$ cat config.mk
export PLATFORM = sky130hd
export DESIGN_NAME = bpsr_top
export DESIGN_NICKNAME = d
export VERILOG_FILES = /design/src/bpsr_level_reg.v /design/src/bpsr_top.v
export VERILOG_INCLUDE_DIRS = /design/src /design/src/src
export SDC_FILE = /design/constraint.sdc
export NUM_CORES = 1
export LEC_CHECK = 0
export BUFFER_PORTS_ARGS = -buffer_cell sky130_fd_sc_hd__buf_2
export CAP_MARGIN = 15
export CORE_ASPECT_RATIO = 0.75
export CORE_MARGIN = 2
export CORE_UTILIZATION = 30
export DETAILED_ROUTE_END_ITERATION = 16
export GPL_TIMING_DRIVEN = 0
export PLACE_DENSITY = 0.78
export SLEW_MARGIN = 20
export SYNTH_ARGS = -nofsm -noshare
export SYNTH_HDL_FRONTEND = slang
export SYNTH_SLANG_ARGS = --single-unit
$ cat constraint.sdc
create_clock -name clk_i -period 1.1 [get_ports clk_i]
set_input_delay 0.165 -clock clk_i [delete_from_list [all_inputs] [get_ports clk_i]]
set_output_delay 0.165 -clock clk_i [all_outputs]
set_load 0.1 [all_outputs]
$ cat src/bpsr_regs.vh
`ifndef BPSR_REGS_VH
`define BPSR_REGS_VH

// Configuration dword holding the power control/status group
`define BPSR_DWORD_ADDR 6'h15
// Byte offsets of the three registers
`define BPSR_PCS_OFFSET 8'h54
`define BPSR_EXT_OFFSET 8'h56
`define BPSR_DATA_OFFSET 8'h57
// Reset values
`define BPSR_PCS_RESET 16'h0000
`define BPSR_EXT_RESET 8'h40
`define BPSR_DATA_RESET 8'h00
// Answer driven when no read hits, and its width
`define BPSR_RDATA_IDLE 32'h00000000
`define BPSR_WORD_BITS 32
// Power level encodings
`define BPSR_LVL_D0 2'h0
`define BPSR_LVL_D1 2'h1
`define BPSR_LVL_D2 2'h2
`define BPSR_LVL_D3 2'h3
// Field positions within the control/status half
`define BPSR_LVL_LSB 0
`define BPSR_LVL_MSB 1
`define BPSR_CTX_BIT 3
`define BPSR_WAKE_EN_BIT 8
// Field positions within the extension byte
`define BPSR_CLK_STOP_BIT 7
`define BPSR_B2_BIT 6
// Values of the read-only fields
`define BPSR_WAKE_FLAG_VAL 1'h0
`define BPSR_SCALE_VAL 2'h0
`define BPSR_SELECT_VAL 4'h0
`define BPSR_RSVD_HIGH_VAL 4'h0
`define BPSR_RSVD_LOW_VAL 1'h0
`define BPSR_B2_VALUE 1'h1
`define BPSR_EXT_RSVD_VAL 6'h00
// Byte lanes
`define BPSR_BE_LOW 0
`define BPSR_BE_HIGH 1

`endif

$ cat src/bpsr_level_reg.v
`timescale 1ns/1ps
`include "bpsr_regs.vh"

// Holds the power level and the scratch bit; only the core reset clears it
module bpsr_level_reg (
    input wire clk_i,
    input wire rst_i,
    input wire wr_low_i,
    input wire wr_high_i,
    input wire [1:0] level_wdata_i,
    input wire scratch_wdata_i,
    output reg [1:0] level_o,
    output reg scratch_o
);

    // No state change resets anything else: context survives D3 to D0
    always @(posedge clk_i) begin
        if (rst_i) begin
            level_o <= `BPSR_LVL_D0;
            scratch_o <= 1'b0;
        end else begin
            if (wr_low_i) begin
                level_o <= level_wdata_i;
            end
            if (wr_high_i) begin
                scratch_o <= scratch_wdata_i;
            end
        end
    end

endmodule

$ cat src/bpsr_top.v
`timescale 1ns/1ps
`include "bpsr_regs.vh"

// What this block does
// - Power level: 00 D0..11 D3hot, reset D0
// - Writing level changes state; read returns it
// - D3hot to D0 keeps all configuration state
// - Context flag reads 0 when revision select 0
// - Context flag reads 1 when revision select 1
// - Scratch wake bit: plain storage, resets 0
// - Wake event flag bit 15 reads 0
// - Scale and select fields read zero
// - Reserved control bits ignore writes, read zero
// - Clock stop flag mirrors secondary_clock_stop_setting_i
// - Secondary clocks stop in D3 when flag set
// - Bus B2 indicator reads constant one
// - Extension bits 5:0 read zero
// - Data byte always reads zero
module bpsr_top (
    input wire clk_i,
    input wire rst_i,
    input wire cfg_sel_i,
    input wire cfg_wr_i,
    input wire cfg_rd_i,
    input wire [5:0] cfg_dword_i,
    input wire [3:0] cfg_be_i,
    input wire [31:0] cfg_wdata_i,
    input wire revision_select_bit_i,
    input wire secondary_clock_stop_setting_i,
    output reg [31:0] cfg_rdata_o,
    output reg cfg_hit_o,
    output reg [1:0] device_power_level_o,
    output reg sec_clk_run_o
);

    // Request decode
    wire any_req;
    wire dword_match;
    wire sel_hit;
    wire rd_hit;
    wire wr_hit;
    wire wr_low;
    wire wr_high;

    // Write data picked out of the dword
    wire [1:0] level_wdata;
    wire scratch_wdata;

    // Fields held in the level register
    wire [1:0] level;
    wire scratch;

    // Read-only control/status fields
    wire wake_flag;
    wire [1:0] meas_scale;
    wire [3:0] meas_select;
    wire [3:0] rsvd_high;
    wire ctx_flag;
    wire rsvd_low;

    // Extension byte fields
    wire clk_stop_flag;
    wire b2_flag;
    wire [5:0] ext_rsvd;

    // Byte views of the answered dword
    wire [15:0] cs_half;
    wire [7:0] ext_byte;
    wire [7:0] data_byte;
    wire [31:0] rd_word;
    wire [31:0] idle_word;

    // Clock gating inputs
    wire level_is_d3;
    wire stop_in_d3;

    // Next values of the registered outputs
    wire [31:0] rdata_d;
    reg hit_d;
    reg [1:0] level_out_d;
    reg clk_run_d;

    // One dword answers; every other index stays silent
    assign dword_match = (cfg_dword_i == `BPSR_DWORD_ADDR);
    assign sel_hit = cfg_sel_i && dword_match;
    assign any_req = cfg_rd_i || cfg_wr_i;

    // Read and write decoded apart so each keeps its own effect
    assign rd_hit = sel_hit && cfg_rd_i;
    assign wr_hit = sel_hit && cfg_wr_i;

    // Lanes 2 and 3 carry only read-only bytes, so their writes drop
    assign wr_low = wr_hit && cfg_be_i[`BPSR_BE_LOW];
    assign wr_high = wr_hit && cfg_be_i[`BPSR_BE_HIGH];

    // Writable bits, taken from their places in the dword
    assign level_wdata = cfg_wdata_i[`BPSR_LVL_MSB:`BPSR_LVL_LSB];
    assign scratch_wdata = cfg_wdata_i[`BPSR_WAKE_EN_BIT];

    // Level and scratch storage; no power state change resets it
    bpsr_level_reg u_level (
        .clk_i(clk_i),
        .rst_i(rst_i),
        .wr_low_i(wr_low),
        .wr_high_i(wr_high),
        .level_wdata_i(level_wdata),
        .scratch_wdata_i(scratch_wdata),
        .level_o(level),
        .scratch_o(scratch)
    );

    // Fixed status fields: nothing stands behind them in this bridge
    assign wake_flag = `BPSR_WAKE_FLAG_VAL;
    assign meas_scale = `BPSR_SCALE_VAL;
    assign meas_select = `BPSR_SELECT_VAL;

    // Reserved bits have no storage, so writes cannot reach them
    assign rsvd_high = `BPSR_RSVD_HIGH_VAL;
    assign rsvd_low = `BPSR_RSVD_LOW_VAL;

    // Context kept is claimed only in the newer revision mode
    assign ctx_flag = revision_select_bit_i;

    // Control/status half, most significant field first
    assign cs_half = {
        wake_flag,
        meas_scale,
        meas_select,
        scratch,
        rsvd_high,
        ctx_flag,
        rsvd_low,
        level
    };

    // Clock policy mirrors the setting; bus state in D3 is fixed
    assign clk_stop_flag = secondary_clock_stop_setting_i;
    assign b2_flag = `BPSR_B2_VALUE;
    assign ext_rsvd = `BPSR_EXT_RSVD_VAL;

    // Extension byte, flags on top
    assign ext_byte = {
        clk_stop_flag,
        b2_flag,
        ext_rsvd
    };

    // Data byte is not implemented and reads a constant
    assign data_byte = `BPSR_DATA_RESET;

    // Dword in configuration byte order: data, extension, control
    assign rd_word = {
        data_byte,
        ext_byte,
        cs_half
    };
    assign idle_word = `BPSR_RDATA_IDLE;

    // Hit flag covers reads and writes alike
    always @* begin
        hit_d = sel_hit && any_req;
    end

    // Per-bit gate; idle answer is zero so no stale read lingers
    genvar b;
    generate
        for (b = 0; b < `BPSR_WORD_BITS; b = b + 1) begin : g_rd_gate
            assign rdata_d[b] = rd_hit ? rd_word[b] : idle_word[b];
        end
    endgenerate

    // Registered read data, one cycle after the request is taken
    always @(posedge clk_i) begin
        if (rst_i) begin
            cfg_rdata_o <= `BPSR_RDATA_IDLE;
        end else begin
            cfg_rdata_o <= rdata_d;
        end
    end

    // Hit flag stands for exactly one cycle per taken access
    always @(posedge clk_i) begin
        if (rst_i) begin
            cfg_hit_o <= 1'b0;
        end else begin
            cfg_hit_o <= hit_d;
        end
    end

    // Gating uses the stored level, not the export that lags it
    assign level_is_d3 = (level == `BPSR_LVL_D3);
    assign stop_in_d3 = secondary_clock_stop_setting_i && level_is_d3;

    // Level export follows the stored level
    always @* begin
        level_out_d = level;
    end

    // Run drops only in D3 with stopping enabled
    always @* begin
        clk_run_d = 1'b1;
        if (stop_in_d3) begin
            clk_run_d = 1'b0;
        end
    end

    // Level export trails the register by one cycle
    always @(posedge clk_i) begin
        if (rst_i) begin
            device_power_level_o <= `BPSR_LVL_D0;
        end else begin
            device_power_level_o <= level_out_d;
        end
    end

    // Clocks run out of reset; they stop only once D3 is reached
    always @(posedge clk_i) begin
        if (rst_i) begin
            sec_clk_run_o <= 1'b1;
        end else begin
            sec_clk_run_o <= clk_run_d;
        end
    end

endmodule

== After elaboration in Yosys (flattened, before gate mapping) ==
Index checks and enable logic that the tools add are counted.

* Shifts and indexed selects: 0
* Reduce and logical (&&, ||, !) cells: 9
* Multiply operators: 0
* $add $sub $neg: 0
* Bitwise gates (word level): 1
* Multiplexer cells: 2
* Equal/unequal tests: 2
* Order comparisons: 0
* Divide/modulo/power cells: 0

{| class="wikitable"
|+ Operators by type and width
! kind !! count
|-
| 1-bit logical AND || 7
|-
| 6-bit by 5-bit equality test with 1-bit output (second input constant) || 1
|-
| 2-bit equality test (second input constant) || 1
|-
| 1-bit 2-to-1 mux || 2
|-
| 2-bit OR reduction || 1
|-
| 1-bit logical OR || 1
|-
| 1-bit inverter || 1
|}

* Input port bits: 49
* Word-level logic and storage cells: 22
* Latch bits: 0
* Bits in writable memories: 0
* Register bits: 39
* Output and inout port bits: 36
* Memories: 0
* Memory bits (read-only): 0

== Longest topological paths before layout ==
Gate-level depths: netlist of run 1.

* Depth in word-level cells: 5
* Mapped depth: 3
* Mapped depth without buffers: 3

== Hierarchy ==
Synthesis of run 1 repeated with hierarchy kept, for this count alone.

* Cells, all modules: 69
* Area, all modules: 681.9 um^2

{| class="wikitable"
|+ Modules (own cells, without submodules)
! module !! cells an instance !! sequential area each (um^2) !! times used !! area an instance (um^2)
|-
| bpsr_top || 60 || 200.2 || 1 || 580.6
|-
| bpsr_level_reg || 9 || 60.1 || 1 || 101.3
|}

== Worst setup path before layout of run 1 ==
OpenSTA, ideal clock, no wires.

* Path kind: register to output
* From: register cfg_hit_o
* To: output cfg_hit_o
* Path slack: 0.026 ns
* Buffers on the path: 0
* Data required time: 0.935 ns
* Arrival time: 0.909 ns
* Stages on the path, launching flop included: 1
* Cells stage by stage: dfxtp_1

{| class="wikitable"
|+ RTL lines
! element !! line !! text
|-
| start: declaration || bpsr_top.v:31 || <nowiki>output reg cfg_hit_o,</nowiki>
|-
| start signal: assignment || bpsr_top.v:186 || <nowiki>cfg_hit_o <= hit_d;</nowiki>
|}

No word-level cell between the ends.

== Final worst setup path of run 1 ==
* From: register device_power_level_o[1]
* To: output device_power_level_o[1]

{| class="wikitable"
|+ RTL lines
! element !! line !! text
|-
| start: declaration || bpsr_top.v:32 || <nowiki>output reg [1:0] device_power_level_o,</nowiki>
|-
| start signal: assignment || bpsr_top.v:210 || <nowiki>device_power_level_o <= `BPSR_LVL_D0;</nowiki>
|-
| start signal: assignment || bpsr_top.v:212 || <nowiki>device_power_level_o <= level_out_d;</nowiki>
|}

No word-level cell between the ends.

==> results of run 1 <==
through the flow:
step / power, mW / hold WS (ps) / util (%) / cells
detailed placement: 0.9897 / 381.9 / 44.78 / 140
floorplan: 0.9521 / 241.1 / - / 89
finish: 1.268 / 112.4 / 47.33 / 144
CTS: 1.279 / 101.1 / 47.33 / 144
global placement: 0.9879 / 370.2 / 44.78 / 140
global route: 1.314 / 103.8 / 47.33 / 144
cell families after synthesis:
group,Yosys count,synth area share [%]
other,1,0.5831
buffers and inverters,26,30.35
AND/OR/NAND/NOR,21,23.54
flip-flops,13,40.47
multiplexers,3,5.058
cell type report:
type | instances | share of cell area (%)
Buffer | 26 | 20.47
Clock buffer | 4 | 2.756
Multi-Input combinational cell | 50 | 29.53
Sequential cell | 13 | 27.30
Tap cell | 24 | 3.150
Timing Repair Buffer | 27 | 16.80
flip-flops by register name, indices dropped and copies added, names as in the netlist:
register              flops
cfg_hit_o                 1
cfg_rdata_o               6
device_power_level_o      2
sec_clk_run_o             1
u_level.level_o           2
u_level.scratch_o         1
final timing paths:
kind / to / slack, ps / depth (start not counted) / start
worst min-delay path: sec_clk_run_o / 110 / 2 / secondary_clock_stop_setting_i
worst max-delay path: device_power_level_o[1] / 60 / 1 / device_power_level_o[1]
worst min register to register: sec_clk_run_o / 400 / 1 / u_level.level_o[0]
worst max register to register: u_level.level_o[1] / 280 / 2 / u_level.level_o[1]
synthesized netlist by cell type (2+ instances only):
| library cell | instances |
|---|---|
| buf_4 | 26 |
| nor2_1 | 2 |
| and3b_1 | 2 |
| nand2b_1 | 2 |
| nand3_1 | 2 |
| nor2b_1 | 5 |
| mux2_2 | 2 |
| and4b_1 | 2 |
| dfxtp_1 | 13 |
report_power, final:
part	leakage, nW	switching [mW]	total [mW]	internal (mW)
Clock	0.0150	0.144	0.284	0.140
Sequential	0.105	0.0000991	0.470	0.470
Combinational	0.440	0.420	0.513	0.0930
routing by layer:
metal / vias to the layer above / share of wire, %
li1: 272 / -
met1: 229 / 34
met2: 33 / 51
met3: 4 / 12
met4: 0 / 2.2
met5: - / 0
==> out/metrics.yaml, run 1 <==
clock_latency_ps: 260
grt_use_met2_pct: 19.32
portBuffers: 27
fin_nets: 170
avgSynthCellArea_um2: 10.05
dpl.hpwl_mm: 1.029
grt_pass1_vias: 488
yosys_warnings: 0
synth_ff_type: "dfxtp_1"
diodes: 0
multi_input_area_um2: 281.5
core_um2: 2014
row_count: 14
netlist_area_um2: 643.1
use_met1_pct: 8.453
finalSetupTns_ps: 0
status: "completed"
num_vias: 538
synth_cell_types: 17
cts_buffers: 3
final_area_um2: 953.4
worst_slack_ps: 62.02
final_common_cell: "buf_4"
drt_wl_total_mm: 1.207
cts_tree: "yes"
critPathKind: "reg -> out"
post_dp_cell_area_um2: 902.1
slowest_stage: "dfxtp_1"
cts_root_buffer: "clkbuf_4"
remaining_drc_errors: 0
met3_usage_pct: 4.094
synth_edf_count: 0
synth_top_area_cell: "dfxtp_1"
p_per_area_nw_per_um2: 1330
fin_crit_ps: 1038
grt_antenna_before_repair: 0
area_growth_pct: 48.25
fp.dieArea_um2: 2534
fmax_mhz: 963.4
crit_path_start_kind: "flip-flop"
synth-async-reset-ratio_pct: 0
drtIter0Drc: 4
post-place-ws_ps: -28.32
setup-violations-final: 0
wl_per_cell_um: 8.382
ctsHoldBuffers: 0
grt_pass1_wl_mm: 1.883
clkTransAtPathRegs_ps: 80
viasPerCell: 3.736
drv_cap: 0
endpoint_kind: "output pin"
power_leakage_nw: 0.5598
cts_sinks: 13
grt_max_degree: 11
ys_ff_latch: 13
grt_overflow: 0
drive_above_1_share_pct: 50.83
die_y_um: 44.10
seq_area_um2: 260.3
synth_top_area_share_pct: 40.47
cts_htree_levels: 1
path_buf_inv: 1
fill_cells: 210
num_io_pins: 85
worst_hold_path_type: "in -> reg"
grt_setup_unrepaired: "false"
final_cell_mix: "buf_4, conb_1, buf_2, dfxtp_1, nor2b_1"
crit_arrival_ps: 870
path_delay_family: "flip-flops"
crit_required_ps: 940
final-hold-violation-count: 0
critPathMaxStageDelay_ps: 320
skew_ps: 0.5245
dr.pass1.iters: 3
synth_area_leaders: "dfxtp_1, buf_4, nor2b_1"
critical_path_peak_fanout: 1
start_util_pct: 31.93
slew_violations: 0
crit_chain: "buf_4"
die_x_um: 57.47
syn_inst: 64
post-cts-setup-buffers: 0
finalCritPeriodShare_pct: 94.36
ys_seq_area_share_pct: 40.47
ctsResizeCount: 10
grt_use_total_pct: 10.05
detail-route-antenna-nets: 0
peakVddDrop_uv: 565.2
gp_congestion: 0.6870
clockBufferDepth: 2
top_usage_layer: "met2"
Power figures use the tool's default switching activity.
==> run 2, diff against run 1 <==
--- a/config.mk
+++ b/config.mk
@@ -8,8 +8,6 @@
 export LEC_CHECK = 0
 export BUFFER_PORTS_ARGS = -buffer_cell sky130_fd_sc_hd__buf_2
 export CAP_MARGIN = 15
-export CORE_ASPECT_RATIO = 0.75
-export CORE_MARGIN = 2
 export CORE_UTILIZATION = 30
 export DETAILED_ROUTE_END_ITERATION = 16
 export GPL_TIMING_DRIVEN = 0
==> out/metrics.yaml, run 2 (synthesis results as in run 1) <==
final-hold-violation-count: 0  # unchanged
drtIter0Drc: 7  # +3
setup.worst_path.end: "device_power_level_o[0]"
finalCritPeriodShare_pct: 93.56  # -0.80 points
start_util_pct: 32.45  # +0.52 points
path_delay_family: "flip-flops"
post-cts-setup-buffers: 0  # unchanged
core_um2: 1982  # -1.6%
critPathKind: "reg -> out"
critical_path_peak_fanout: 1  # unchanged
clkTransAtPathRegs_ps: 70  # about the same
grt_antenna_before_repair: 0  # unchanged
die_x_um: 48.30  # -16%
clockBufferDepth: 2  # unchanged
stdcell_count: 147  # +2.1%
crit_arrival_ps: 860  # about the same
cts_buffers: 3  # unchanged
detail-route-antenna-nets: 0  # unchanged
r2r_cells: 2  # unchanged
grt_use_total_pct: 9.562  # -0.49 points
dr.pass1.iters: 3  # unchanged
drv_cap: 0  # unchanged
largest_register: "cfg_rdata_o"
slew_violations: 0  # unchanged
grt_max_degree: 11  # unchanged
area_growth_pct: 48.83
grt_setup_unrepaired: "false"
slowest_stage: "dfxtp_1"
final_cell_mix: "buf_4, conb_1, buf_2, dfxtp_1, nor2b_1"
whs_ps: 102.0  # -10.41 ps
rr_startpoint: "u_level.level_o[0]"
setup-violations-final: 0  # unchanged
total_power_mw: 1.254  # -1.1%
critPathMaxStageDelay_ps: 320  # about the same
status: "completed"
clock_latency_ps: 260  # about the same
fmax_mhz: 971.7  # +0.86%
fin_nets: 170  # unchanged
fill_cells: 195  # -7.1%
drive_above_1_share_pct: 50.83  # unchanged
num_vias: 507  # -5.8%
path_buf_inv: 1  # unchanged
final_area_um2: 957.2  # +0.39%
largest_reg_flops: 6  # unchanged
grt_overflow: 0  # unchanged
die_y_um: 48.30  # +9.5%
cts_sinks: 13  # unchanged
peakVddDrop_uv: 575.6  # +1.8%
dpl.hpwl_um: 936.7  # -9.0%
post-place-ws_ps: -49.24  # -20.92 ps
worst_slack_ps: 70.84  # +8.822 ps
endpoint_kind: "output pin"
ctsHoldBuffers: 0  # unchanged
largestRegisters: "cfg_rdata_o (6), device_power_level_o (2), u_level.level_o (2)"
placed_cells: 143  # +2.1%
r2r-end: "u_level.level_o[0]"
post_dp_cell_area_um2: 905.9  # +0.42%
remaining_drc_errors: 0  # unchanged
grt_pass1_wl_mm: 1.704  # -9.5%
portBuffers: 27  # unchanged
worst-path-stages: 1  # unchanged
crit_chain: "buf_4"
power_leakage_nw: 0.5598  # unchanged
finalSetupTns_ps: 0  # unchanged
drt_wl_total_mm: 1.083  # -10%
worst_hold_path_type: "in -> reg"
diodes: 0  # unchanged
fin_crit_ps: 1029  # -8.822 ps
cts_root_buffer: "clkbuf_4"
cts_tree: "yes"
wl_per_cell_um: 7.367  # -12%
num_io_pins: 85  # unchanged
fin_util_pct: 48.30  # +0.97 points
crit_path_start_kind: "flip-flop"
gp_congestion: 0.6605  # -3.9%
p_per_area_nw_per_um2: 1310  # -1.5%
crit_required_ps: 940  # about the same
grt_pass1_vias: 453  # -7.2%
fp.dieArea_um2: 2333  # -7.9%
viasPerCell: 3.449  # -7.7%
ff2ff_setup_slack_ps: 280  # about the same
final_common_cell: "buf_4"
row_count: 16  # +2
crit_start: "device_power_level_o[0]"
cts_htree_levels: 1  # unchanged
skew_ps: 1.210  # +0.6855 ps
==> run 2: how the worst min path moves through the flow <==
stage / start / to / depth (start not counted)
4_1_cts: secondary_clock_stop_setting_i / sec_clk_run_o / 2
2_1_floorplan: rst_i / cfg_hit_o / 1
3_5_place_dp: secondary_clock_stop_setting_i / sec_clk_run_o / 2
6_report: secondary_clock_stop_setting_i / sec_clk_run_o / 2
3_3_place_gp: u_level.level_o[0] / sec_clk_run_o / 1
5_1_grt: secondary_clock_stop_setting_i / sec_clk_run_o / 2
==> run 2: where the power goes <==
group	internal [mW]	switching, mW	total (mW)
sequential	0.471	0.000113	0.471
combinational	0.0929	0.419	0.512
clock	0.140	0.131	0.272
total	0.704	0.550	1.25
==> run 2: timing repair <==
item                                    in CTS  in global routing
gates resized for setup                     10                  0
hold endpoints to repair                     0                  0
endpoints found under the setup margin      10                  0
==> run 2: layout make-up <==
class | instances | area (µm²) | share of cell area [%]
Buffer | 26 | 195.2 | 20.39
Clock buffer | 4 | 26.28 | 2.745
Multi-Input combinational cell | 50 | 281.5 | 29.41
Sequential cell | 13 | 260.3 | 27.19
Tap cell | 27 | 33.78 | 3.529
Timing Repair Buffer | 27 | 160.2 | 16.73
==> run 2: layer usage <==
layer / wire length (µm) / track usage, %
met1: 387 / 8.527
met3: 137 / 2.516
met4: 21 / 7.353
met5: 0 / 0
met2: 536 / 18.08
